`config.mk`:
```
export PLATFORM = sky130hd
export DESIGN_NAME = flat_panel_power_dither_iface
export DESIGN_NICKNAME = d
export VERILOG_FILES = /design/src/include/panel_pkg.sv /design/src/panel_dither.sv /design/src/panel_power_seq.sv /design/src/flat_panel_power_dither_iface.sv
export SDC_FILE = /design/constraint.sdc
export NUM_CORES = 1
export LEC_CHECK = 0
export BUFFER_PORTS_ARGS = -buffer_cell sky130_fd_sc_hd__buf_2
export CAP_MARGIN = 25
export CELL_PAD_IN_SITES_DETAIL_PLACEMENT = 1
export CELL_PAD_IN_SITES_GLOBAL_PLACEMENT = 2
export CORE_ASPECT_RATIO = 1.75
export CORE_MARGIN = 2
export CORE_UTILIZATION = 34
export CTS_CLUSTER_DIAMETER = 80
export CTS_CLUSTER_SIZE = 24
export DETAILED_ROUTE_END_ITERATION = 8
export PLACE_DENSITY = 0.87
export SKIP_LAST_GASP = 1
export SLEW_MARGIN = 20
export SYNTH_ARGS = -nofsm -noshare
export SYNTH_HDL_FRONTEND = slang
export SYNTH_SLANG_ARGS = --single-unit
```
`constraint.sdc`:
```
create_clock -name clk_i -period 3.85 [get_ports clk_i]
set_input_delay 0.77 -clock clk_i [delete_from_list [all_inputs] [get_ports clk_i]]
set_output_delay 0.77 -clock clk_i [all_outputs]
set_load 0.05 [all_outputs]
```
`src/include/panel_pkg.sv`:
```
// package: register map, field positions, modes and carriers for the flat panel output stage
package panel_pkg;

	// ****************************************
	// register offsets (byte addresses)
	// ****************************************
	localparam logic [7:0] ADDR_DITHER_CFG  = 8'h00;
	localparam logic [7:0] ADDR_SEQ_TIMING  = 8'h04;
	localparam logic [7:0] ADDR_SEQ_CFG     = 8'h08;
	localparam logic [7:0] ADDR_DISPLAY     = 8'h0C;
	localparam logic [7:0] ADDR_POWER_CTRL  = 8'h10;
	localparam logic [7:0] ADDR_DUP_STEP    = 8'h14;
	localparam logic [7:0] ADDR_MODE        = 8'h18;
	localparam logic [7:0] ADDR_STATUS      = 8'h1C;

	// ****************************************
	// field positions
	// ****************************************
	localparam int DSTN_LEVELS_BIT = 5;
	localparam int TFT_DITH_LO     = 6;
	localparam int SEQ_TIME_LO     = 2;
	localparam int SEQ_HW_BIT      = 7;
	localparam int DISP_EN_BIT     = 0;
	localparam int PWR_LOGIC_BIT   = 0;
	localparam int PWR_CTLDATA_BIT = 1;
	localparam int PWR_BIAS_BIT    = 2;
	localparam int PWR_PANEL_BIT   = 3;
	localparam int PWR_BKLGT_BIT   = 4;
	localparam int DUP_W           = 10;
	localparam int SUM_W           = 11;
	localparam int CNT_W           = 4;

	// ****************************************
	// reset values and constants
	// ****************************************
	localparam logic [7:0] RST_BYTE    = 8'h00;
	localparam logic [9:0] RST_DUP     = 10'h000;
	localparam logic [3:0] FRAME_ONE   = 4'h1;
	localparam logic [1:0] TFT_DITH_4  = 2'h0;
	localparam logic [1:0] TFT_DITH_8  = 2'h1;

	typedef enum logic [2:0] {
		MODE_TFT_1P,
		MODE_TFT_2P12,
		MODE_TFT_2P18,
		MODE_DSTN16,
		MODE_DSTN24
	} panel_mode_e;

	typedef enum logic [1:0] {
		XMIT_DIRECT,
		XMIT_LVDS,
		XMIT_TMDS
	} xmit_e;

	// pixel carrier from the display pipeline
	typedef struct packed {
		logic [7:0] red;
		logic [7:0] green;
		logic [7:0] blue;
	} rgb_s;

	// panel pin group
	typedef struct packed {
		logic [35:0] data;
		logic        hsync;
		logic        vsync;
		logic        valid;
	} panel_bus_s;

endpackage

```
`src/panel_dither.sv`:
```
// dithering engines for dstn and tft panels
`timescale 1ns/1ns
module panel_dither (
	input  wire logic         clk_i,
	input  wire logic         rst_i,
	input  wire logic         pix_en_i,
	input  wire logic         stn_i,
	input  wire logic         dstn_32_i,
	input  wire logic [1:0]   tft_mode_i,
	input  wire logic [2:0]   frame_i,
	input  wire logic [4:0]   x_i,
	input  wire logic [4:0]   y_i,
	input  wire panel_pkg::rgb_s pix_i,
	output panel_pkg::rgb_s   pix_o
);

	// ****************************************
	// threshold lookup
	// ****************************************
	// mixes position and frame into a 5-bit pattern index: 32 dstn, 8 tft patterns
	function automatic logic [4:0] thresh(input logic [4:0] x, input logic [4:0] y, input logic [2:0] f);
		thresh = {x[0] ^ y[1], y[0], x[1] ^ f[0], f[1] ^ y[2], f[2] ^ x[2]};
	endfunction

	// adds the fraction below the kept bits against the threshold, saturating
	function automatic logic [7:0] dith(input logic [7:0] c, input int keep, input logic [4:0] t);
		logic [8:0] s;
		logic [7:0] mask;
		s = 9'h000;
		mask = 8'hFF << (8 - keep);
		s = {1'b0, c} + {1'b0, (8'(t) << 3) >> keep};
		if (s[8])
			dith = mask;
		else
			dith = s[7:0] & mask;
	endfunction

	logic [4:0] t;
	assign t = thresh(x_i, y_i, frame_i);

	always_ff @(posedge clk_i) begin
		if (rst_i) begin
			pix_o <= '0;
		end else if (pix_en_i) begin
			if (stn_i) begin
				pix_o.red   <= dith(pix_i.red,   dstn_32_i ? 5 : 4, t);
				pix_o.green <= dith(pix_i.green, dstn_32_i ? 5 : 4, t);
				pix_o.blue  <= dith(pix_i.blue,  dstn_32_i ? 5 : 4, t);
			end else if (tft_mode_i == panel_pkg::TFT_DITH_4 || tft_mode_i == panel_pkg::TFT_DITH_8) begin
				pix_o.red   <= dith(pix_i.red,   (tft_mode_i == panel_pkg::TFT_DITH_4) ? 6 : 5, {t[4:2], 2'h0});
				pix_o.green <= dith(pix_i.green, (tft_mode_i == panel_pkg::TFT_DITH_4) ? 6 : 5, {t[4:2], 2'h0});
				pix_o.blue  <= dith(pix_i.blue,  (tft_mode_i == panel_pkg::TFT_DITH_4) ? 6 : 5, {t[4:2], 2'h0});
			end else begin
				pix_o <= pix_i;
			end
		end
	end

endmodule

```
`src/panel_power_seq.sv`:
```
// panel power sequencer: hardware steps and software pass-through
`timescale 1ns/1ns
module panel_power_seq (
	input  wire logic       clk_i,
	input  wire logic       rst_i,
	input  wire logic       hw_mode_i,
	input  wire logic       disp_en_i,
	input  wire logic [1:0] interval_i,
	input  wire logic [3:0] sw_power_i,
	input  wire logic       frame_tick_i,
	output logic            panel_logic_power_en_o,
	output logic            ctl_data_en_o,
	output logic            panel_bias_power_en_o,
	output logic            panel_enable_out_o,
	output logic            busy_o
);

	typedef enum logic [2:0] {S_OFF, S_UP1, S_UP2, S_UP3, S_ON, S_DN1, S_DN2, S_DN3} seq_e;

	seq_e                       state;
	logic [panel_pkg::CNT_W-1:0] frames;
	logic [panel_pkg::CNT_W-1:0] span;
	logic [3:0]                 hw_out;
	logic                       done;
	logic                       running;

	// 1, 2, 4 or 8 frames
	assign span = panel_pkg::FRAME_ONE << interval_i;
	assign done = frame_tick_i && (frames == span - panel_pkg::FRAME_ONE);
	assign running = (state != S_OFF) && (state != S_ON);
	// a pending toggle counts as busy so a second one is refused
	assign busy_o  = running || (hw_mode_i && (disp_en_i != (state == S_ON)));

	// ****************************************
	// frame counter
	// ****************************************
	always_ff @(posedge clk_i) begin
		if (rst_i || !running || done)
			frames <= '0;
		else if (frame_tick_i)
			frames <= frames + panel_pkg::FRAME_ONE;
	end

	// ****************************************
	// sequence state
	// ****************************************
	always_ff @(posedge clk_i) begin
		if (rst_i) begin
			state <= S_OFF;
		end else if (!hw_mode_i) begin
			state <= disp_en_i ? S_ON : S_OFF;
		end else begin
			case (state)
				// start on a frame boundary so the first interval is whole
				S_OFF: if (disp_en_i && frame_tick_i) state <= S_UP1;
				S_UP1: if (done) state <= S_UP2;
				S_UP2: if (done) state <= S_UP3;
				S_UP3: if (done) state <= S_ON;
				S_ON:  if (!disp_en_i && frame_tick_i) state <= S_DN1;
				S_DN1: if (done) state <= S_DN2;
				S_DN2: if (done) state <= S_DN3;
				S_DN3: if (done) state <= S_OFF;
				default: state <= S_OFF;
			endcase
		end
	end

	// on: panel enable, bias, control/data, logic power; off runs the other way
	always_comb begin
		case (state)
			S_UP1:   hw_out = 4'b1000;
			S_UP2:   hw_out = 4'b1100;
			S_UP3:   hw_out = 4'b1110;
			S_ON:    hw_out = 4'b1111;
			S_DN1:   hw_out = 4'b1110;
			S_DN2:   hw_out = 4'b1100;
			S_DN3:   hw_out = 4'b1000;
			default: hw_out = 4'b0000;
		endcase
	end

	always_ff @(posedge clk_i) begin
		if (rst_i) begin
			panel_enable_out_o     <= 1'b0;
			panel_bias_power_en_o  <= 1'b0;
			ctl_data_en_o          <= 1'b0;
			panel_logic_power_en_o <= 1'b0;
		end else if (hw_mode_i) begin
			panel_enable_out_o     <= hw_out[3];
			panel_bias_power_en_o  <= hw_out[2];
			ctl_data_en_o          <= hw_out[1];
			panel_logic_power_en_o <= hw_out[0];
		end else begin
			panel_enable_out_o     <= sw_power_i[panel_pkg::PWR_PANEL_BIT];
			panel_bias_power_en_o  <= sw_power_i[panel_pkg::PWR_BIAS_BIT];
			ctl_data_en_o          <= sw_power_i[panel_pkg::PWR_CTLDATA_BIT];
			panel_logic_power_en_o <= sw_power_i[panel_pkg::PWR_LOGIC_BIT];
		end
	end

endmodule

```
`src/flat_panel_power_dither_iface.sv`:
```
// flat panel output stage: registers, line duplication, dithering, power sequencing, pin mapping
// Contract
// - step added per line, sum reset
// - dstn dither, 32 patterns, 16/32 levels
// - tft dither, 8 patterns, 4/8/off
// - select bit picks hardware or software power
// - display enable toggle runs hardware sequence
// - interval field gives 1,2,4,8 frames
// - backlight independent of the sequencer
// - 24-bit tft lanes red, green, blue
// - 36-bit mode upper 12 on shared pins
// - dual-scan upper 23..12, lower 11..0
// - tft drives syncs, qualifier, pixel clock
// - transmitter order; stn uses serializer clock
`timescale 1ns/1ns
module flat_panel_power_dither_iface (
	input  wire logic                  clk_i,
	input  wire logic                  rst_i,
	input  wire logic                  wb_cyc_i,
	input  wire logic                  wb_stb_i,
	input  wire logic                  wb_we_i,
	input  wire logic [7:0]            wb_adr_i,
	input  wire logic [3:0]            wb_sel_i,
	input  wire logic [31:0]           wb_dat_i,
	output logic [31:0]                wb_dat_o,
	output logic                       wb_ack_o,
	input  wire logic                  pix_en_i,
	input  wire panel_pkg::rgb_s       pix_a_i,
	input  wire panel_pkg::rgb_s       pix_b_i,
	input  wire logic                  hsync_i,
	input  wire logic                  vsync_i,
	input  wire logic                  active_i,
	input  wire logic                  line_end_i,
	input  wire logic                  row_end_i,
	input  wire logic                  text_mode_i,
	input  wire logic [4:0]            x_i,
	input  wire logic [4:0]            y_i,
	input  wire logic                  serializer_clock_i,
	output panel_pkg::panel_bus_s      panel_o,
	output logic                       panel_shift_clock_o,
	output logic                       xmit_clock_o,
	output logic                       dup_line_o,
	output logic                       panel_enable_out_o,
	output logic                       panel_logic_power_en_o,
	output logic                       panel_bias_power_en_o,
	output logic                       backlight_ctrl_o
);

	// ****************************************
	// registers
	// ****************************************
	logic [7:0]  panel_dither_cfg;
	logic [7:0]  panel_seq_timing;
	logic [7:0]  panel_seq_cfg;
	logic [7:0]  panel_display_ctrl;
	logic [7:0]  panel_power_ctrl;
	logic [9:0]  line_dup_step;
	logic [7:0]  mode_reg;
	logic        wr;
	logic        busy;
	logic        disp_req;
	logic        ctl_data_en;
	logic [31:0] next_rdata;

	assign wr = wb_cyc_i && wb_stb_i && wb_we_i && !wb_ack_o && wb_sel_i[0];

	// writes one byte lane register
	always_ff @(posedge clk_i) begin
		if (rst_i) begin
			panel_dither_cfg   <= panel_pkg::RST_BYTE;
			panel_seq_timing   <= panel_pkg::RST_BYTE;
			panel_seq_cfg      <= panel_pkg::RST_BYTE;
			panel_power_ctrl   <= panel_pkg::RST_BYTE;
			mode_reg           <= panel_pkg::RST_BYTE;
		end else if (wr) begin
			case (wb_adr_i)
				panel_pkg::ADDR_DITHER_CFG: panel_dither_cfg <= wb_dat_i[7:0];
				panel_pkg::ADDR_SEQ_TIMING: panel_seq_timing <= wb_dat_i[7:0];
				panel_pkg::ADDR_SEQ_CFG:    panel_seq_cfg    <= wb_dat_i[7:0];
				panel_pkg::ADDR_POWER_CTRL: panel_power_ctrl <= wb_dat_i[7:0];
				panel_pkg::ADDR_MODE:       mode_reg         <= wb_dat_i[7:0];
				default: ;
			endcase
		end
	end

	// display enable write is dropped while a hardware sequence runs
	always_ff @(posedge clk_i) begin
		if (rst_i)
			panel_display_ctrl <= panel_pkg::RST_BYTE;
		else if (wr && wb_adr_i == panel_pkg::ADDR_DISPLAY && !busy)
			panel_display_ctrl <= wb_dat_i[7:0];
	end

	// step is loaded by software before expansion
	always_ff @(posedge clk_i) begin
		if (rst_i)
			line_dup_step <= panel_pkg::RST_DUP;
		else if (wb_cyc_i && wb_stb_i && wb_we_i && !wb_ack_o && wb_adr_i == panel_pkg::ADDR_DUP_STEP) begin
			if (wb_sel_i[0])
				line_dup_step[7:0] <= wb_dat_i[7:0];
			if (wb_sel_i[1])
				line_dup_step[9:8] <= wb_dat_i[9:8];
		end
	end

	always_comb begin
		case (wb_adr_i)
			panel_pkg::ADDR_DITHER_CFG: next_rdata = {24'h000000, panel_dither_cfg};
			panel_pkg::ADDR_SEQ_TIMING: next_rdata = {24'h000000, panel_seq_timing};
			panel_pkg::ADDR_SEQ_CFG:    next_rdata = {24'h000000, panel_seq_cfg};
			panel_pkg::ADDR_DISPLAY:    next_rdata = {24'h000000, panel_display_ctrl};
			panel_pkg::ADDR_POWER_CTRL: next_rdata = {24'h000000, panel_power_ctrl};
			panel_pkg::ADDR_DUP_STEP:   next_rdata = {22'h0, line_dup_step};
			panel_pkg::ADDR_MODE:       next_rdata = {24'h000000, mode_reg};
			panel_pkg::ADDR_STATUS:     next_rdata = {26'h0, dup_line_o, busy, panel_enable_out_o,
				panel_bias_power_en_o, ctl_data_en, panel_logic_power_en_o};
			default:                    next_rdata = 32'h00000000;
		endcase
	end

	// one-cycle wait state; unmapped reads return zero
	always_ff @(posedge clk_i) begin
		if (rst_i) begin
			wb_ack_o <= 1'b0;
			wb_dat_o <= 32'h00000000;
		end else begin
			wb_ack_o <= wb_cyc_i && wb_stb_i && !wb_ack_o;
			wb_dat_o <= next_rdata;
		end
	end

	// ****************************************
	// vsync synchroniser and frame tick
	// ****************************************
	logic vs_meta;
	logic vs_sync;
	logic vs_last;
	logic frame_tick;

	always_ff @(posedge clk_i) begin
		if (rst_i) begin
			vs_meta <= 1'b0;
			vs_sync <= 1'b0;
			vs_last <= 1'b0;
		end else begin
			vs_meta <= vsync_i;
			vs_sync <= vs_meta;
			vs_last <= vs_sync;
		end
	end

	assign frame_tick = vs_sync && !vs_last;

	// frame count for frame rate modulation
	logic [2:0] frame_cnt;

	always_ff @(posedge clk_i) begin
		if (rst_i)
			frame_cnt <= 3'h0;
		else if (frame_tick)
			frame_cnt <= frame_cnt + 3'h1;
	end

	// ****************************************
	// vertical line duplication
	// ****************************************
	logic [panel_pkg::SUM_W-1:0] dup_sum;
	logic [panel_pkg::SUM_W-1:0] next_sum;

	assign next_sum = dup_sum + {1'b0, line_dup_step};

	always_ff @(posedge clk_i) begin
		if (rst_i) begin
			dup_sum    <= '0;
			dup_line_o <= 1'b0;
		end else if ((text_mode_i && row_end_i) || (!text_mode_i && frame_tick)) begin
			dup_sum    <= '0;
			dup_line_o <= 1'b0;
		end else if (line_end_i) begin
			dup_sum    <= next_sum;
			dup_line_o <= next_sum < dup_sum;
		end
	end

	// ****************************************
	// dithering and power sequencing
	// ****************************************
	panel_pkg::rgb_s dith_a;
	panel_pkg::rgb_s dith_b;
	logic            stn;

	assign stn = (mode_reg[2:0] == panel_pkg::MODE_DSTN16) || (mode_reg[2:0] == panel_pkg::MODE_DSTN24);
	assign disp_req = panel_display_ctrl[panel_pkg::DISP_EN_BIT];

	panel_dither u_dither_a (
		.clk_i      (clk_i),
		.rst_i      (rst_i),
		.pix_en_i   (pix_en_i),
		.stn_i      (stn),
		.dstn_32_i  (panel_dither_cfg[panel_pkg::DSTN_LEVELS_BIT]),
		.tft_mode_i (panel_dither_cfg[panel_pkg::TFT_DITH_LO +: 2]),
		.frame_i    (frame_cnt),
		.x_i        (x_i),
		.y_i        (y_i),
		.pix_i      (pix_a_i),
		.pix_o      (dith_a)
	);

	panel_dither u_dither_b (
		.clk_i      (clk_i),
		.rst_i      (rst_i),
		.pix_en_i   (pix_en_i),
		.stn_i      (stn),
		.dstn_32_i  (panel_dither_cfg[panel_pkg::DSTN_LEVELS_BIT]),
		.tft_mode_i (panel_dither_cfg[panel_pkg::TFT_DITH_LO +: 2]),
		.frame_i    (frame_cnt + 3'h1),
		.x_i        (x_i + 5'h01),
		.y_i        (y_i),
		.pix_i      (pix_b_i),
		.pix_o      (dith_b)
	);

	panel_power_seq u_seq (
		.clk_i                  (clk_i),
		.rst_i                  (rst_i),
		.hw_mode_i              (panel_seq_cfg[panel_pkg::SEQ_HW_BIT]),
		.disp_en_i              (disp_req),
		.interval_i             (panel_seq_timing[panel_pkg::SEQ_TIME_LO +: 2]),
		.sw_power_i             (panel_power_ctrl[3:0]),
		.frame_tick_i           (frame_tick),
		.panel_logic_power_en_o (panel_logic_power_en_o),
		.ctl_data_en_o          (ctl_data_en),
		.panel_bias_power_en_o  (panel_bias_power_en_o),
		.panel_enable_out_o     (panel_enable_out_o),
		.busy_o                 (busy)
	);

	always_ff @(posedge clk_i) begin
		if (rst_i)
			backlight_ctrl_o <= 1'b0;
		else
			backlight_ctrl_o <= panel_power_ctrl[panel_pkg::PWR_BKLGT_BIT];
	end

	// ****************************************
	// pin mapping
	// ****************************************
	logic [35:0] next_data;

	always_comb begin
		next_data = 36'h000000000;
		case (mode_reg[2:0])
			panel_pkg::MODE_TFT_1P:
				next_data[23:0] = {dith_a.red, dith_a.green, dith_a.blue};
			panel_pkg::MODE_TFT_2P12, panel_pkg::MODE_TFT_2P18: begin
				next_data[23:0] = {dith_b.red[7:4], dith_a.red[7:4], dith_b.green[7:4], dith_a.green[7:4],
					dith_b.blue[7:4], dith_a.blue[7:4]};
				if (mode_reg[2:0] == panel_pkg::MODE_TFT_2P18) begin
					next_data[23:0] = {dith_b.red[5:2], dith_a.red[5:2], dith_b.green[5:2], dith_a.green[5:2],
						dith_b.blue[5:2], dith_a.blue[5:2]};
					next_data[35:24] = {dith_b.red[7:6], dith_a.red[7:6], dith_b.green[7:6], dith_a.green[7:6],
						dith_b.blue[7:6], dith_a.blue[7:6]};
				end
			end
			panel_pkg::MODE_DSTN16:
				next_data[23:0] = {4'h0, dith_a.red[7:4], dith_a.green[7:4], 4'h0, dith_b.red[7:4], dith_b.green[7:4]};
			panel_pkg::MODE_DSTN24:
				next_data[23:0] = {dith_a.red[7:4], dith_a.green[7:4], dith_a.blue[7:4],
					dith_b.red[7:4], dith_b.green[7:4], dith_b.blue[7:4]};
			default: next_data = 36'h000000000;
		endcase
	end

	// data is held low until control/data power is up
	always_ff @(posedge clk_i) begin
		if (rst_i) begin
			panel_o <= '0;
		end else begin
			panel_o.data  <= ctl_data_en ? next_data : 36'h000000000;
			panel_o.hsync <= ctl_data_en && hsync_i;
			panel_o.vsync <= ctl_data_en && vsync_i;
			panel_o.valid <= ctl_data_en && active_i && !stn;
		end
	end

	// ****************************************
	// clocks to panel and transmitter
	// ****************************************
	always_ff @(posedge clk_i) begin
		if (rst_i)
			panel_shift_clock_o <= 1'b0;
		else
			panel_shift_clock_o <= ctl_data_en && pix_en_i;
	end

	// stn clocks the transmitter from the serializer clock
	assign xmit_clock_o = stn ? serializer_clock_i : panel_shift_clock_o;

endmodule

```
==> impl_metrics.csv <==
group,metric,value,unit
drt,drt_iter0_markers,748,
status,outcome,"completed",
clocking,cts_buffer_depth,2,
worst_setup_path,critPathKind,"register to register",
sta,finalMaxSlewViolations,0,
cells_and_area,area_delta_synth_final,14.71,%
grt,grt_max_degree,74,
synth,synthAdderAreaFrac,0.07180,
cells_and_area,largest_register,"panel_o",
cells_and_area,top_regs,"panel_o (39), u_dither_a.pix_o (24), u_dither_b.pix_o (18)",
cells_and_area,utilization,0.3946,
place,place_ws,0.4916,ns
sta,relSlewSlack,0.3284,
grt,met3_usage,0.03709,
power,p_comb_frac,0.164,
place,numPortBuffers,142,
grt,antenna_found_initial,6,
drt,ant_nets,0,
grt,grt_pass1_vias,11326,
floorplan,ios,194,
floorplan,core_area,32220,µm²
grt,top_usage_layer,"met2",
sta,post-route-period-util,0.8688,
place,gp_congestion,0.8784,
power,p_total,4384,µW
synth,synth.area.mux_share,0.07643,
synth,syn_area_per_cell,8.333,µm²
power,switching_share,0.2965,
synth,synth.distinct_cells,91,
power,internal-power,3084,µW
synth,yosys.area_share.xor_xnor,0.03116,
grt,grt_usage,0.2380,
worst_setup_path,crit_required,4.16,ns
sta,final.setup.tns,0,ns
worst_setup_path,arrival,3.66,ns
clocking,tritoncts,"done",
drt,vias,10771,
power,irDropWorstVdd,0.0003363,V
place,dpl.hpwl,32060,µm
drt,vias_per_cell,5.775,
floorplan,dieArea,34110,µm²
power,p_leak,0.005162,µW
min_path,hp-class,"register to register",
drt,routed_wl,40870,µm
clocking,clk_pin_slew,0.07,ns
synth,ys.flop_type,"dfxtp_1",
synth,synth_top_area_frac,0.3251,
synth,synth.area.top_cells,"dfxtp_1 33%, ha_1 7.0%, nor2_1 4.9%, mux2i_1 4.7%, a21oi_1 4.7%",
synth,synth_common_cells,"180 x dfxtp_1, 146 x nor2_1, 119 x nand2_1, 103 x a21oi_1, 62 x ha_1",
synth,post-synth-top-count-cell,"dfxtp_1",
synth,synth-seq-cells,180,
synth,synth_edf_count,0,
synth,syn_area,11080,µm²
synth,yosys.area.top_type,"dfxtp_1",
floorplan,die-width,140.5,µm
clocking,cts-resized-gates,0,
grt,grt_overflow,0,
clocking,root_buffer,"clkbuf_16",
floorplan,num_rows,87,
cells_and_area,largest_register_ff_count,39,
cells_and_area,final_nets,1628,
grt,grt_use_met2,0.4562,
synth,synth_top_family_by_area,"compound AO/OA/AOI/OAI gates",
power,seqPwrFrac,0.445,
sta,setup_violations,0,
worst_setup_path,cp_max_fo,6,
synth,synth-compound-area-share,0.2322,
clocking,postCtsSetupRepairBufs,0,
sta,finClkSkew,0.01310,ns
power,power_density,344.9,nW/µm²
grt,grt_pass1_wl,63220,µm
synth,synthSimpleGateAreaFrac,0.2090,
drt,dr.pass1.iters,7,
clocking,htreeDepth,4,
sta,clock.fmax,299.0,MHz
floorplan,initial_core_util,0.3440,
worst_setup_path,cp-start-kind,"register",
grt,use_met1,0.2369,
sta,fin_ws,0.5050,ns
clocking,cts_sinks,180,
worst_setup_path,cp-end-kind,"register",
sta,worst_pin_slew,1.004,ns
power,p_clk_frac,0.390,
synth,seq_area_frac_synth,0.3251,
sta,finalHoldViolCount,0,
sta,timing.final.crit_period,3.345,ns
job,cap_violations,0,
synth,syn_inst,1330,
cells_and_area,drive_above_1_share,0.1778,
drt,drc_errors,0,
clocking,cts-buffers-inserted,17,
drt,wl_per_cell,21.91,µm
power,switchingPower,1300,µW
clocking,clk_latency,0.44,ns
clocking,hold_buffers,0,
floorplan,die_h,242.8,µm
synth,synth-async-reset-ratio,0,
sta,rsz0062_at_grt,"false",
synth,yosys_warnings,0,
-- path summary, 6_finish.rpt --
path                                       endpoint  slack [ns]                             start  depth (start not counted)
setup / recovery  u_dither_a.pix_o[15]$_SDFFE_PP0P_        0.50  panel_dither_cfg[6]$_SDFFE_PP0P_                          9
hold reg to reg                 wb_ack_o$_SDFF_PP0_        0.45               wb_ack_o$_SDFF_PP0_                          1
hold / removal                  wb_ack_o$_SDFF_PP0_        0.45               wb_ack_o$_SDFF_PP0_                          1
setup reg to reg  u_dither_a.pix_o[15]$_SDFFE_PP0P_        0.50  panel_dither_cfg[6]$_SDFFE_PP0P_                          9
-- logic make-up after synthesis --
family          after synthesis
xor+xnor                     36
fa+ha+maj                    63
mux                          80
other cells                   1
compound gates              371
flops                       180
simple gates                472
buf+inv                     127
-- metal layers --
| metal | vias to the layer above | part of all wire | wire length (µm) |
|---|---|---|---|
| met5 | - | 0.0011 | 43 |
| met3 | 103 | 0.039 | 1578 |
| met4 | 6 | 0.063 | 2562 |
| li1 | 5073 | - | - |
| met2 | 282 | 0.54 | 22150 |
| met1 | 5307 | 0.36 | 14540 |
-- power groups by stage --
stage                     logic (µW)  registers, µW  clock network, µW
after floorplan                  494           1960                  0
after global placement           692           1990                  0
after detailed placement         712           1990                  0
after CTS                        716           1950               1740
after global routing             787           1950               1810
final                            720           1950               1710
-- cell type report --
| class | instances | area, µm² |
|---|---|---|
| fillers | 3936 | 19510 |
| multi-input cells | 1050 | 6992 |
| diodes | 3 | 7.507 |
| clock inverters | 11 | 101.3 |
| flip-flops and latches | 180 | 3603 |
| well taps | 400 | 500.5 |
| repair buffers | 170 | 935.9 |
| inverters | 31 | 116.4 |
| clock buffers | 20 | 456.7 |
-- worst max-delay path: stages (launching register included) --
cell and delay (ns):
dfxtp_1 0.44, nor2_1 0.70, nor2_1 0.22, ha_1 0.39, a21oi_1 0.18, nand2_1 0.12, a21oi_1 0.39, nor2_1 0.12
a2111oi_0 0.55, o31ai_1 0.11
-- metrics by stage --
stage	cell area, µm²	hold WS, ns	cells
floorplan	11180	0.4138	1357
global placement	12150	0.4318	1831
detailed placement	12150	0.4396	1831
CTS	12710	0.4541	1862
global route	12710	0.4744	1863
finish	12710	0.4500	1865
-- cell usage in the layout, fill, tap and decap left out, types with 8 or more instances in the layout --
master,instances
ha_1,62
nor2_1,146
o21a_1,13
conb_1,28
a22o_1,8
o211ai_1,9
and3_1,22
dfxtp_1,180
buf_2,141
nor2b_1,17
or3_1,8
o21ai_0,46
buf_4,28
inv_1,31
nor3_1,17
mux2_2,27
o31ai_1,8
nand2b_1,26
nand2_1,119
a22oi_1,25
a311oi_1,8
a32oi_1,9
a31oi_1,23
nand3_1,54
clkbuf_16,17
a21o_1,8
and2_1,9
a21oi_1,103
xor2_1,14
nand4_1,16
a222oi_1,12
xnor2_1,20
o22ai_1,12
o21bai_1,9
a211oi_1,14
mux2i_1,52
Power figures use the tool's default switching activity.
